### src/design/usart_pkg.sv
/*
 Shared constants of the serial port block: register byte offsets,
 field positions, reset values, oversampling divisors, state codes.
 Assumes nothing of its surroundings.
*/
`default_nettype none
package usart_pkg;
	// ************************************************
	// Register offsets (byte addresses, one word each)
	// ************************************************
	localparam logic [7:0] ADDR_DATA = 8'h00;
	localparam logic [7:0] ADDR_STAT = 8'h04;
	localparam logic [7:0] ADDR_CTRL = 8'h08;
	localparam logic [7:0] ADDR_FMT = 8'h0c;
	localparam logic [7:0] ADDR_BAUDL = 8'h10;
	// ************************************************
	// Field positions
	// ************************************************
	localparam int STAT_RXDONE = 7;
	localparam int STAT_TXDONE = 6;
	localparam int STAT_EMPTY = 5;
	localparam int STAT_DOUBLE = 1;
	localparam int STAT_FILTER = 0;
	localparam int CTRL_RXIE = 7;
	localparam int CTRL_TXIE = 6;
	localparam int CTRL_EMPTYIE = 5;
	localparam int CTRL_RXON = 4;
	localparam int CTRL_TXON = 3;
	localparam int CTRL_LENHI = 2;
	localparam int CTRL_TXNINTH = 0;
	localparam int FMT_SEL = 7;
	localparam int FMT_MODE = 6;
	localparam int FMT_PARHI = 5;
	localparam int FMT_PARLO = 4;
	localparam int FMT_STOP = 3;
	// ************************************************
	// Reset values and rates
	// ************************************************
	localparam logic [6:0] FMT_RESET = 7'h00;
	localparam logic [11:0] BAUD_RESET = 12'h000;
	localparam logic [4:0] OSR_NORMAL = 5'h10;
	localparam logic [4:0] OSR_DOUBLE = 5'h08;
	// ************************************************
	// State codes
	// ************************************************
	typedef enum logic [2:0] {
		RX_IDLE = 3'b001,
		RX_START = 3'b010,
		RX_BITS = 3'b100
	} rx_state_t;
	typedef enum logic [1:0] {
		TX_IDLE = 2'b01,
		TX_SHIFT = 2'b10
	} tx_state_t;
	// Reserved size codes fall back to eight bits
	function automatic logic [3:0] char_bits(input logic [2:0] code);
		case (code)
			3'h0: char_bits = 4'h5;
			3'h1: char_bits = 4'h6;
			3'h2: char_bits = 4'h7;
			3'h7: char_bits = 4'h9;
			default: char_bits = 4'h8;
		endcase
	endfunction
endpackage
`default_nettype wire

### src/design/usart_tx_shifter.sv
/*
 Transmit shift register: builds start, data, parity and stop bits
 and shifts them out LSB first.
 Assumes one oversample tick from the parent's baud divider.
*/
`timescale 1ns/1ps
`default_nettype none
module usart_tx_shifter (
	input wire logic clk,
	input wire logic srst,
	input wire logic tick,
	input wire logic [4:0] osr,
	input wire logic load,
	input wire logic [8:0] data,
	input wire logic [3:0] nbits,
	input wire logic parEn,
	input wire logic parOdd,
	input wire logic twoStop,
	output logic busy,
	output logic done,
	output logic txd
);
	usart_pkg::tx_state_t state_ff;
	logic [12:0] shift_ff;
	logic [12:0] frm;
	logic [3:0] left_ff;
	logic [4:0] tickCnt_ff;
	logic par;
	// ************************************************
	// Frame assembly
	// ************************************************
	always_comb begin
		frm = '1;
		frm[0] = 1'b0;
		par = parOdd;
		for (int i = 0; i < 9; i++) begin
			if (4'(i) < nbits) begin
				frm[i + 1] = data[i];
				par = par ^ data[i];
			end
		end
		if (parEn) begin
			frm[nbits + 4'h1] = par;
		end
	end
	assign busy = (state_ff == usart_pkg::TX_SHIFT);
	// ************************************************
	// Shifter
	// ************************************************
	always_ff @(posedge clk) begin
		done <= 1'b0;
		if (srst) begin
			state_ff <= usart_pkg::TX_IDLE;
			shift_ff <= '1;
			left_ff <= 4'h0;
			tickCnt_ff <= 5'h00;
			txd <= 1'b1;
		end else begin
			unique case (state_ff)
				usart_pkg::TX_IDLE: begin
					txd <= 1'b1;
					if (load) begin
						shift_ff <= frm;
						txd <= 1'b0;
						tickCnt_ff <= 5'h00;
						left_ff <= nbits + {3'h0, parEn} + 4'h2 + {3'h0, twoStop};
						state_ff <= usart_pkg::TX_SHIFT;
					end
				end
				usart_pkg::TX_SHIFT: begin
					if (tick && tickCnt_ff == osr - 5'h01) begin
						tickCnt_ff <= 5'h00;
						if (left_ff == 4'h1) begin
							done <= 1'b1;
							txd <= 1'b1;
							state_ff <= usart_pkg::TX_IDLE;
						end else begin
							shift_ff <= {1'b1, shift_ff[12:1]};
							txd <= shift_ff[1];
							left_ff <= left_ff - 4'h1;
						end
					end else if (tick) begin
						tickCnt_ff <= tickCnt_ff + 5'h01;
					end
				end
			endcase
		end
	end
endmodule
`default_nettype wire

### src/design/usart_rx_sampler.sv
/*
 Receive sampler: finds the start bit, samples each bit mid-cell
 and reports one finished character with its checks.
 Assumes rxd is already synchronised to clk.
*/
`timescale 1ns/1ps
`default_nettype none
module usart_rx_sampler (
	input wire logic clk,
	input wire logic srst,
	input wire logic en,
	input wire logic tick,
	input wire logic [4:0] osr,
	input wire logic rxd,
	input wire logic [3:0] nbits,
	input wire logic parEn,
	input wire logic parOdd,
	output logic startSeen,
	output logic done,
	output logic [8:0] data,
	output logic stopBit,
	output logic parErr
);
	usart_pkg::rx_state_t state_ff;
	logic [4:0] tickCnt_ff;
	logic [3:0] idx_ff;
	logic [10:0] raw_ff;
	logic [10:0] nxtRaw;
	logic [3:0] need;
	logic [8:0] nxtData;
	logic nxtPar;
	// ************************************************
	// Character extraction
	// ************************************************
	always_comb begin
		need = nbits + {3'h0, parEn} + 4'h1;
		nxtRaw = raw_ff;
		nxtRaw[idx_ff] = rxd;
		nxtPar = parOdd;
		for (int i = 0; i < 9; i++) begin
			nxtData[i] = (4'(i) < nbits) ? nxtRaw[i] : 1'b0;
			nxtPar = nxtPar ^ nxtData[i];
		end
	end
	assign startSeen = en && state_ff == usart_pkg::RX_IDLE && !rxd;
	// ************************************************
	// Sampler
	// ************************************************
	always_ff @(posedge clk) begin
		done <= 1'b0;
		if (srst || !en) begin
			state_ff <= usart_pkg::RX_IDLE;
			tickCnt_ff <= 5'h00;
			idx_ff <= 4'h0;
			raw_ff <= '0;
			data <= '0;
			stopBit <= 1'b1;
			parErr <= 1'b0;
		end else begin
			unique case (state_ff)
				usart_pkg::RX_IDLE: begin
					tickCnt_ff <= 5'h00;
					if (!rxd) begin
						state_ff <= usart_pkg::RX_START;
					end
				end
				usart_pkg::RX_START: begin
					if (tick && tickCnt_ff == (osr >> 1) - 5'h01) begin
						tickCnt_ff <= 5'h00;
						idx_ff <= 4'h0;
						state_ff <= rxd ? usart_pkg::RX_IDLE : usart_pkg::RX_BITS;
					end else if (tick) begin
						tickCnt_ff <= tickCnt_ff + 5'h01;
					end
				end
				usart_pkg::RX_BITS: begin
					if (tick && tickCnt_ff == osr - 5'h01) begin
						tickCnt_ff <= 5'h00;
						raw_ff <= nxtRaw;
						idx_ff <= idx_ff + 4'h1;
						if (idx_ff == need - 4'h1) begin
							done <= 1'b1;
							data <= nxtData;
							stopBit <= nxtRaw[need - 4'h1];
							parErr <= parEn && (nxtPar != nxtRaw[nbits]);
							state_ff <= usart_pkg::RX_IDLE;
						end
					end else if (tick) begin
						tickCnt_ff <= tickCnt_ff + 5'h01;
					end
				end
			endcase
		end
	end
endmodule
`default_nettype wire

### src/design/async_usart_control_status.sv
/*
 Serial port control and status: AHB-Lite register slave, two-entry
 receive buffer, transmit buffer, baud divider, pin ownership.
 Assumes one clock, a synchronous reset and an external global
 interrupt enable from the processor status word.
*/
// Functional notes
// - Receive-done reads one while unread characters remain buffered.
// - Turning the receiver off discards buffered characters.
// - Transmit-done sets when the frame left and buffer empty; ack or write-one clears.
// - Buffer-empty reads one while the buffer can take a character; one after reset.
// - Stop error shows the head character's first stop bit was zero.
// - Overflow sets on start bit while buffer full and shifter holds one.
// - Parity mismatch shows the head character failed an enabled check.
// - Double speed in async mode divides by 8 instead of 16.
// - Address filter mode drops frames without address marking; transmitter unchanged.
// - Each interrupt needs its enable, the global flag and its status flag.
// - Enabled receiver owns the input pin; disabling flushes data and errors.
// - Enabled transmitter owns output pin; release only after all data sent.
// - Character length joins the high size bit with two low size bits.
// - Received ninth bit is readable separately, read before low bits.
// - Written ninth bit goes out as ninth data bit; write it first.
// - Format location shares with baud high; select bit reads one, writes pick.
// - Mode select zero is asynchronous, one synchronous; here one only turns off double speed, frames stay asynchronous.
// - Parity 00 off, 01 reserved, 10 even, 11 odd.
// - Stop select gives one or two transmitted stop bits; receiver ignores it.
// - Size codes 0..3 give five to eight bits, 7 nine; rest reserved.
// - Data writes while buffer-empty is clear are dropped.
// - Short characters ignore upper bits on send, return zeros on receive.
`timescale 1ns/1ps
`default_nettype none
module async_usart_control_status (
	input wire logic clk,
	input wire logic srst,
	input wire logic hsel,
	input wire logic [31:0] haddr,
	input wire logic [1:0] htrans,
	input wire logic hwrite,
	input wire logic [2:0] hsize,
	input wire logic [31:0] hwdata,
	input wire logic hready,
	output logic hreadyout,
	output logic hresp,
	output logic [31:0] hrdata,
	input wire logic globalIrqEnable,
	input wire logic txDoneIrqAck,
	input wire logic rxdPin,
	output logic txdOut,
	output logic txdOe,
	output logic rxOwnsPin,
	output logic rxDoneIrq,
	output logic txDoneIrq,
	output logic txEmptyIrq
);
	// ************************************************
	// Declarations
	// ************************************************
	logic wrPhase_ff;
	logic rdWait_ff;
	logic [7:0] addr_ff;
	logic accept;
	logic wrEn;
	logic [7:0] rdMux;
	logic dataRead;
	logic doubleSpeed_ff;
	logic addrFilter_ff;
	logic txDone_ff;
	logic overflow_ff;
	logic rxIrqEn_ff;
	logic txIrqEn_ff;
	logic emptyIrqEn_ff;
	logic rxOn_ff;
	logic txOn_ff;
	logic lenHigh_ff;
	logic txNinth_ff;
	logic [6:0] fmt_ff;
	logic [11:0] baud_ff;
	logic [11:0] baudCnt_ff;
	logic tick;
	logic [4:0] osr;
	logic [3:0] nbits;
	logic parEn;
	logic parOdd;
	logic rxS1_ff;
	logic rxS2_ff;
	logic rxS3_ff;
	logic rxLevel_ff;
	logic rxStart;
	logic rxDone;
	logic [8:0] rxData;
	logic rxStop;
	logic rxParErr;
	logic [10:0] rxWord;
	logic typeBit;
	logic acceptNew;
	logic [10:0] fifoMem [2];
	logic wrPtr_ff;
	logic rdPtr_ff;
	logic [1:0] count_ff;
	logic pendValid_ff;
	logic [10:0] pendWord_ff;
	logic [10:0] head;
	logic rxAvail;
	logic pop;
	logic room;
	logic doPush;
	logic [10:0] pushWord;
	logic [8:0] txBuf_ff;
	logic txBufValid_ff;
	logic txOwn_ff;
	logic txLoad;
	logic txBusy;
	logic txShiftDone;
	logic txLine;
	// ************************************************
	// Bus slave
	// ************************************************
	assign accept = hsel && htrans[1] && hready;
	assign wrEn = wrPhase_ff;
	assign hreadyout = !rdWait_ff;
	assign hresp = 1'b0;
	always_ff @(posedge clk) begin
		if (srst) begin
			wrPhase_ff <= 1'b0;
			rdWait_ff <= 1'b0;
			addr_ff <= 8'h00;
		end else begin
			wrPhase_ff <= accept && hwrite;
			rdWait_ff <= accept && !hwrite;
			if (accept) begin
				addr_ff <= {haddr[7:2], 2'h0};
			end
		end
	end
	always_comb begin
		unique case (addr_ff)
			usart_pkg::ADDR_DATA: rdMux = rxAvail ? head[7:0] : 8'h00;
			usart_pkg::ADDR_STAT: rdMux = {rxAvail, txDone_ff,
				!txBufValid_ff, rxAvail && head[9], overflow_ff,
				rxAvail && head[10], doubleSpeed_ff, addrFilter_ff};
			usart_pkg::ADDR_CTRL: rdMux = {rxIrqEn_ff, txIrqEn_ff,
				emptyIrqEn_ff, rxOn_ff, txOn_ff, lenHigh_ff,
				rxAvail && head[8], txNinth_ff};
			usart_pkg::ADDR_FMT: rdMux = {1'b1, fmt_ff};
			usart_pkg::ADDR_BAUDL: rdMux = baud_ff[7:0];
			default: rdMux = 8'h00;
		endcase
	end
	assign dataRead = rdWait_ff && addr_ff == usart_pkg::ADDR_DATA;
	always_ff @(posedge clk) begin
		if (srst) begin
			hrdata <= 32'h0000_0000;
		end else if (rdWait_ff) begin
			hrdata <= {24'h00_0000, rdMux};
		end
	end
	// ************************************************
	// Control and format registers
	// ************************************************
	always_ff @(posedge clk) begin
		if (srst) begin
			doubleSpeed_ff <= 1'b0;
			addrFilter_ff <= 1'b0;
		end else if (wrEn && addr_ff == usart_pkg::ADDR_STAT) begin
			doubleSpeed_ff <= hwdata[usart_pkg::STAT_DOUBLE];
			addrFilter_ff <= hwdata[usart_pkg::STAT_FILTER];
		end
	end
	always_ff @(posedge clk) begin
		if (srst) begin
			rxIrqEn_ff <= 1'b0;
			txIrqEn_ff <= 1'b0;
			emptyIrqEn_ff <= 1'b0;
			rxOn_ff <= 1'b0;
			txOn_ff <= 1'b0;
			lenHigh_ff <= 1'b0;
			txNinth_ff <= 1'b0;
		end else if (wrEn && addr_ff == usart_pkg::ADDR_CTRL) begin
			rxIrqEn_ff <= hwdata[usart_pkg::CTRL_RXIE];
			txIrqEn_ff <= hwdata[usart_pkg::CTRL_TXIE];
			emptyIrqEn_ff <= hwdata[usart_pkg::CTRL_EMPTYIE];
			rxOn_ff <= hwdata[usart_pkg::CTRL_RXON];
			txOn_ff <= hwdata[usart_pkg::CTRL_TXON];
			lenHigh_ff <= hwdata[usart_pkg::CTRL_LENHI];
			txNinth_ff <= hwdata[usart_pkg::CTRL_TXNINTH];
		end
	end
	// Shared location: select bit steers the write
	always_ff @(posedge clk) begin
		if (srst) begin
			fmt_ff <= usart_pkg::FMT_RESET;
			baud_ff <= usart_pkg::BAUD_RESET;
		end else if (wrEn && addr_ff == usart_pkg::ADDR_FMT) begin
			if (hwdata[usart_pkg::FMT_SEL]) begin
				fmt_ff <= hwdata[6:0];
			end else begin
				baud_ff[11:8] <= hwdata[3:0];
			end
		end else if (wrEn && addr_ff == usart_pkg::ADDR_BAUDL) begin
			baud_ff[7:0] <= hwdata[7:0];
		end
	end
	// ************************************************
	// Frame format decode
	// ************************************************
	assign nbits = usart_pkg::char_bits({lenHigh_ff, fmt_ff[2:1]});
	assign parEn = fmt_ff[usart_pkg::FMT_PARHI];
	assign parOdd = fmt_ff[usart_pkg::FMT_PARLO];
	// Double speed only counts in asynchronous mode
	assign osr = (doubleSpeed_ff && !fmt_ff[usart_pkg::FMT_MODE]) ?
		usart_pkg::OSR_DOUBLE : usart_pkg::OSR_NORMAL;
	// ************************************************
	// Baud divider
	// ************************************************
	assign tick = (baudCnt_ff == 12'h000);
	always_ff @(posedge clk) begin
		if (srst) begin
			baudCnt_ff <= 12'h000;
		end else if (tick) begin
			baudCnt_ff <= baud_ff;
		end else begin
			baudCnt_ff <= baudCnt_ff - 12'h001;
		end
	end
	// ************************************************
	// Input pin synchroniser
	// ************************************************
	always_ff @(posedge clk) begin
		if (srst) begin
			rxS1_ff <= 1'b1;
			rxS2_ff <= 1'b1;
			rxS3_ff <= 1'b1;
			rxLevel_ff <= 1'b1;
		end else begin
			rxS1_ff <= rxdPin;
			rxS2_ff <= rxS1_ff;
			rxS3_ff <= rxS2_ff;
			if (rxS2_ff == rxS3_ff) begin
				rxLevel_ff <= rxS2_ff;
			end
		end
	end
	assign rxOwnsPin = rxOn_ff;
	// ************************************************
	// Receiver
	// ************************************************
	usart_rx_sampler rxUnit (
		.clk(clk),
		.srst(srst),
		.en(rxOn_ff),
		.tick(tick),
		.osr(osr),
		.rxd(rxLevel_ff),
		.nbits(nbits),
		.parEn(parEn),
		.parOdd(parOdd),
		.startSeen(rxStart),
		.done(rxDone),
		.data(rxData),
		.stopBit(rxStop),
		.parErr(rxParErr)
	);
	assign rxWord = {rxParErr, !rxStop, rxData};
	assign typeBit = (nbits == 4'h9) ? rxData[8] : rxStop;
	assign acceptNew = rxDone && !(addrFilter_ff && !typeBit);
	// ************************************************
	// Receive buffer, two entries plus the shifter
	// ************************************************
	assign head = fifoMem[rdPtr_ff];
	assign rxAvail = (count_ff != 2'h0);
	assign pop = dataRead && rxAvail;
	assign room = (count_ff != 2'h2) || pop;
	assign pushWord = pendValid_ff ? pendWord_ff : rxWord;
	assign doPush = (pendValid_ff || acceptNew) && room;
	always_ff @(posedge clk) begin
		if (srst) begin
			fifoMem[0] <= '0;
			fifoMem[1] <= '0;
		end else if (doPush) begin
			fifoMem[wrPtr_ff] <= pushWord;
		end
	end
	always_ff @(posedge clk) begin
		if (srst || !rxOn_ff) begin
			wrPtr_ff <= 1'b0;
			rdPtr_ff <= 1'b0;
			count_ff <= 2'h0;
		end else begin
			wrPtr_ff <= wrPtr_ff ^ doPush;
			rdPtr_ff <= rdPtr_ff ^ pop;
			count_ff <= count_ff + {1'b0, doPush} - {1'b0, pop};
		end
	end
	// A finished character waits here while the buffer is full
	always_ff @(posedge clk) begin
		if (srst || !rxOn_ff) begin
			pendValid_ff <= 1'b0;
			pendWord_ff <= '0;
		end else if (pendValid_ff && doPush && acceptNew) begin
			pendWord_ff <= rxWord;
		end else if (pendValid_ff && doPush) begin
			pendValid_ff <= 1'b0;
		end else if (!pendValid_ff && acceptNew && !room) begin
			pendValid_ff <= 1'b1;
			pendWord_ff <= rxWord;
		end
	end
	// Set wins over the clear by a data read
	always_ff @(posedge clk) begin
		if (srst || !rxOn_ff) begin
			overflow_ff <= 1'b0;
		end else if (rxStart && count_ff == 2'h2 && pendValid_ff) begin
			overflow_ff <= 1'b1;
		end else if (pop) begin
			overflow_ff <= 1'b0;
		end
	end
	// ************************************************
	// Transmit buffer and pin ownership
	// ************************************************
	assign txLoad = txOwn_ff && txBufValid_ff && !txBusy;
	always_ff @(posedge clk) begin
		if (srst) begin
			txBufValid_ff <= 1'b0;
			txBuf_ff <= '0;
		end else if (wrEn && addr_ff == usart_pkg::ADDR_DATA &&
			!txBufValid_ff) begin
			txBufValid_ff <= 1'b1;
			txBuf_ff <= {txNinth_ff, hwdata[7:0]};
		end else if (txLoad) begin
			txBufValid_ff <= 1'b0;
		end
	end
	always_ff @(posedge clk) begin
		if (srst) begin
			txOwn_ff <= 1'b0;
		end else if (txOn_ff) begin
			txOwn_ff <= 1'b1;
		end else if (!txBusy && !txBufValid_ff) begin
			txOwn_ff <= 1'b0;
		end
	end
	usart_tx_shifter txUnit (
		.clk(clk),
		.srst(srst),
		.tick(tick),
		.osr(osr),
		.load(txLoad),
		.data(txBuf_ff),
		.nbits(nbits),
		.parEn(parEn),
		.parOdd(parOdd),
		.twoStop(fmt_ff[usart_pkg::FMT_STOP]),
		.busy(txBusy),
		.done(txShiftDone),
		.txd(txLine)
	);
	assign txdOut = txLine;
	assign txdOe = txOwn_ff;
	// Set wins over the acknowledge and the write-one clear
	always_ff @(posedge clk) begin
		if (srst) begin
			txDone_ff <= 1'b0;
		end else if (txShiftDone && !txBufValid_ff) begin
			txDone_ff <= 1'b1;
		end else if (txDoneIrqAck || (wrEn &&
			addr_ff == usart_pkg::ADDR_STAT &&
			hwdata[usart_pkg::STAT_TXDONE])) begin
			txDone_ff <= 1'b0;
		end
	end
	// ************************************************
	// Interrupt requests
	// ************************************************
	assign rxDoneIrq = globalIrqEnable && rxIrqEn_ff && rxAvail;
	assign txDoneIrq = globalIrqEnable && txIrqEn_ff && txDone_ff;
	assign txEmptyIrq = globalIrqEnable && emptyIrqEn_ff &&
		!txBufValid_ff;
endmodule
`default_nettype wire

### config.mk
export PLATFORM = sky130hd
export DESIGN_NAME = async_usart_control_status
export DESIGN_NICKNAME = d
export VERILOG_FILES = /design/src/design/usart_pkg.sv /design/src/design/usart_tx_shifter.sv /design/src/design/usart_rx_sampler.sv /design/src/design/async_usart_control_status.sv
export SDC_FILE = /design/constraint.sdc
export NUM_CORES = 1
export LEC_CHECK = 0
export BUFFER_PORTS_ARGS = -buffer_cell sky130_fd_sc_hd__buf_2
export CORE_ASPECT_RATIO = 1.75
export CORE_MARGIN = 8
export CORE_UTILIZATION = 62
export DETAILED_ROUTE_END_ITERATION = 8
export PLACE_DENSITY = 0.85
export SLEW_MARGIN = 15
export SYNTH_ARGS = -nofsm -noshare
export SYNTH_HDL_FRONTEND = slang
export SYNTH_SLANG_ARGS = --single-unit
### constraint.sdc
create_clock -name clk -period 5.7 [get_ports clk]
set_input_delay 1.14 -clock clk [delete_from_list [all_inputs] [get_ports clk]]
set_output_delay 1.14 -clock clk [all_outputs]
set_load 0.1 [all_outputs]
==> run metrics <==
status=completed; max_cap viols=0; Peak supply drop=213 uV; Post-synth top flop=dfxtp_1; CTS buffer count=17; final non-filler cell area=0.00918 mm^2; vias=6892; Worst setup EP type=register; Vias/cell=6.05; CTS H-tree depth=4; layout cells sized above 1=10.1%; vias in the first global route=6886; async set-or-reset flop fraction in the synthesized netlist=0%; initial antenna violation count=0; CP most frequent cell=ha_1; # hold bufs at CTS=0; Setup TNS=0 ns; Final ANT Viol Nets=0; Min-Delay Path Class=register to register; CTS tree=done; Switching Share=29.0%; # IOs=117; Reg2Reg Setup Slack=2.20 ns; RSZ-0062 raised after global routing=false; Synth area leaders=dfxtp_1, mux2i_1, edfxtp_1; Worst Skew=0.0122 ns; max incr delay on CP=0.74 ns; sequential area share after synthesis=43.3%; Setup crit start kind=register; die area=0.0177 mm^2; WP buf/inv=0; WS Path Type=register to register; area share of the largest cell type after synthesis=35.4%; gr ovfl total=0; Buffers on Ports=37; Clock power frac=40.0%; n_diodes=0; core area=0.0133 mm^2; Synthesis Warnings=0; Final Max Slew Viols=0; Worst-Margin Slew=1.20 ns; largest net degree at the start of global routing=84; Starting DRT DRC Count=412; Reg-to-Reg End=rxUnit.data[7]; All-Layer GR Usage=23.5%; fin util=68.9%; Placed Cells=1109; synthesized cell area=0.00842 mm^2; Power Density=323 mW/mm^2; DRC Markers=0; final setup violation count=0; hold wc startpoint=rxS1_ff; Initial Utilization=63.3%; top cell type by total area after synthesis=dfxtp_1; Die Width=104 um; Worst Hold End=rxS2_ff; sequential share of power=44.9%; global-route wire length before repair=33.8 mm; worst-path fanout max=20; Syn Area/Cell=8.90 um^2; worst hold stages=1; CTS resizes=0; slew margin rel.=20.0%; Final #Nets=1046; register bit total from synthesis=171; Root Driver=clkbuf_16; postcts setup bufs=0; final hold violation count=0; Crit-path slowest cell=dfxtp_1; later-pin clock latency in the skew report=0.43 ns; GPL Wtd Cong=0.891; Lkg Pwr=0.00330 uW; crit-path cells=nand3_1 -> o21ai_0 -> ha_1 -> ha_1 -> xnor2_1 -> mux2i_1 -> nor3_1 -> nand2_1 -> or3_1 -> a21oi_1; DR WL/cell=17.9 um; Max Fclk=286 MHz; Worst Path Required=6.05 ns; Worst path top cell family by delay=simple AND/OR/NAND/NOR gates; Worst EP arrival=3.85 ns; EDFF count, synth=22; crit path time final=3.50 ns; FILL cells=1009; Cell Int Power=2110 uW; chip height=170 um; Sw Pwr=860 uW; distinct cell type count after synthesis=67; area grow syn2layout=8.96%; Comb power frac=15.1%; hpwl dp=14.4 mm; crit path launch=lenHigh_ff; R2R depth=10; final std cells w/o fill=1140; length of the first detailed-routing pass in iterations=6; Cells after Synth=946; Placement Cell Area=0.00857 mm^2; clk buf depth=2; Routed WL=20.4 mm; Core Rows=56; Fin Hold WS=0.413 ns; part of the cycle the worst path needs=61.4%; Clock Sinks=171; clk slew on worst S/H paths=0.07 ns; beginning of the worst register-to-register path=lenHigh_ff
synthesized netlist by cell type, drive strengths merged (5+ instances only):
master and number:
a211oi 28, a21oi 59, a221oi 8, a31oi 7, and2 6, and3 5, buf 38, clkbuf 43
dfxtp 149, edfxtp 22, ha 15, inv 22, mux2 7, mux2i 74, nand2 75, nand2b 8
nand3 33, nand3b 11, nand4 7, nor2 152, nor2b 8, nor3 17, nor3b 6, nor4 7
o21ai 25, o311ai 7, or2 5, or3 17, xnor2 27, xor2 13
cell families (layout without fill, tap and decap cells):
group	Yosys count	count (layout)	share of synthesized area, %
AO/OA/AOI/OAI	161	161	12.4
XOR/XNOR	42	42	4.69
adder cells (fa/ha/maj)	16	16	2.35
buffers and inverters	104	100	5.97
flip-flops	171	171	43.3
multiplexers	82	82	10.0
other	1	25	0.0445
AND/OR/NAND/NOR	369	369	21.3
stage by stage:
stage	setup WS (ns)	total power [uW]
3_3_place_gp	2.32	1780
5_1_grt	1.98	3070
6_report	2.20	2960
3_5_place_dp	2.28	1800
4_1_cts	2.27	2970
2_1_floorplan	2.12	1720
routing by layer:
layer	GRT usage (%)	up-vias	wire, um
met5	0	-	0
met4	16.0	0	1290
met3	5.04	97	1100
met2	43.0	251	10500
met1	23.3	3250	7540
li1	-	3294	-
flip-flops by register name (all words and copies together), names as in the netlist, 2 cells and up:
name,cells
txUnit.shift_ff,12
baud_ff,12
baudCnt_ff,12
rxUnit.data,9
txUnit.state_ff,2
fifoMem,22
rxUnit.raw_ff,11
fmt_ff,7
rxUnit.idx_ff,4
rxUnit.state_ff,3
count_ff,2
rxUnit.tickCnt_ff,5
hrdata,8
addr_ff,6
txUnit.tickCnt_ff,5
txBuf_ff,9
pendWord_ff,11
txUnit.left_ff,4
how the worst max path moves through the flow:
stage | to | slack (ns) | cells after the start
finish | rxUnit.data[7] | 2.20 | 10
global route | rxUnit.data[7] | 1.98 | 10
CTS | rxUnit.data[7] | 2.27 | 10
floorplan | txEmptyIrq | 2.12 | 2
detailed placement | rxUnit.data[7] | 2.28 | 10
global placement | rxUnit.data[7] | 2.32 | 10
final cells by class:
type	instances	area, um^2	area share (%)
clock inverter	13	154	1.68
timing repair buffer	46	253	2.75
inverter	23	86.3	0.941
multi-input combinational	695	4370	47.6
clock buffer	18	450	4.91
tap	174	218	2.37
sequential	171	3640	39.7
layout by cell type (no fill, tap or decap), types with 6 or more instances in the layout:
cell / n
a211oi_1: 28
a21oi_1: 59
a221oi_1: 8
a31oi_1: 7
buf_2: 37
buf_4: 9
clkbuf_16: 18
conb_1: 25
dfxtp_1: 149
edfxtp_1: 22
ha_1: 15
inv_1: 22
mux2_2: 7
mux2i_1: 74
nand2_1: 75
nand2b_1: 8
nand3_1: 32
nand3b_1: 11
nand4_1: 7
nor2_1: 152
nor2b_1: 8
nor3_1: 16
nor3b_1: 6
o21ai_0: 24
or3_1: 17
xnor2_1: 27
xor2_1: 13
power by group through the flow:
stage               sequential, uW  combinational (uW)  clock, uW
finish                        1330                 449       1190
CTS                           1330                 448       1190
floorplan                     1350                 376          0
global route                  1340                 492       1240
global placement              1350                 430          0
detailed placement            1360                 443          0
Note: power is estimated with default switching activity, not from simulation.
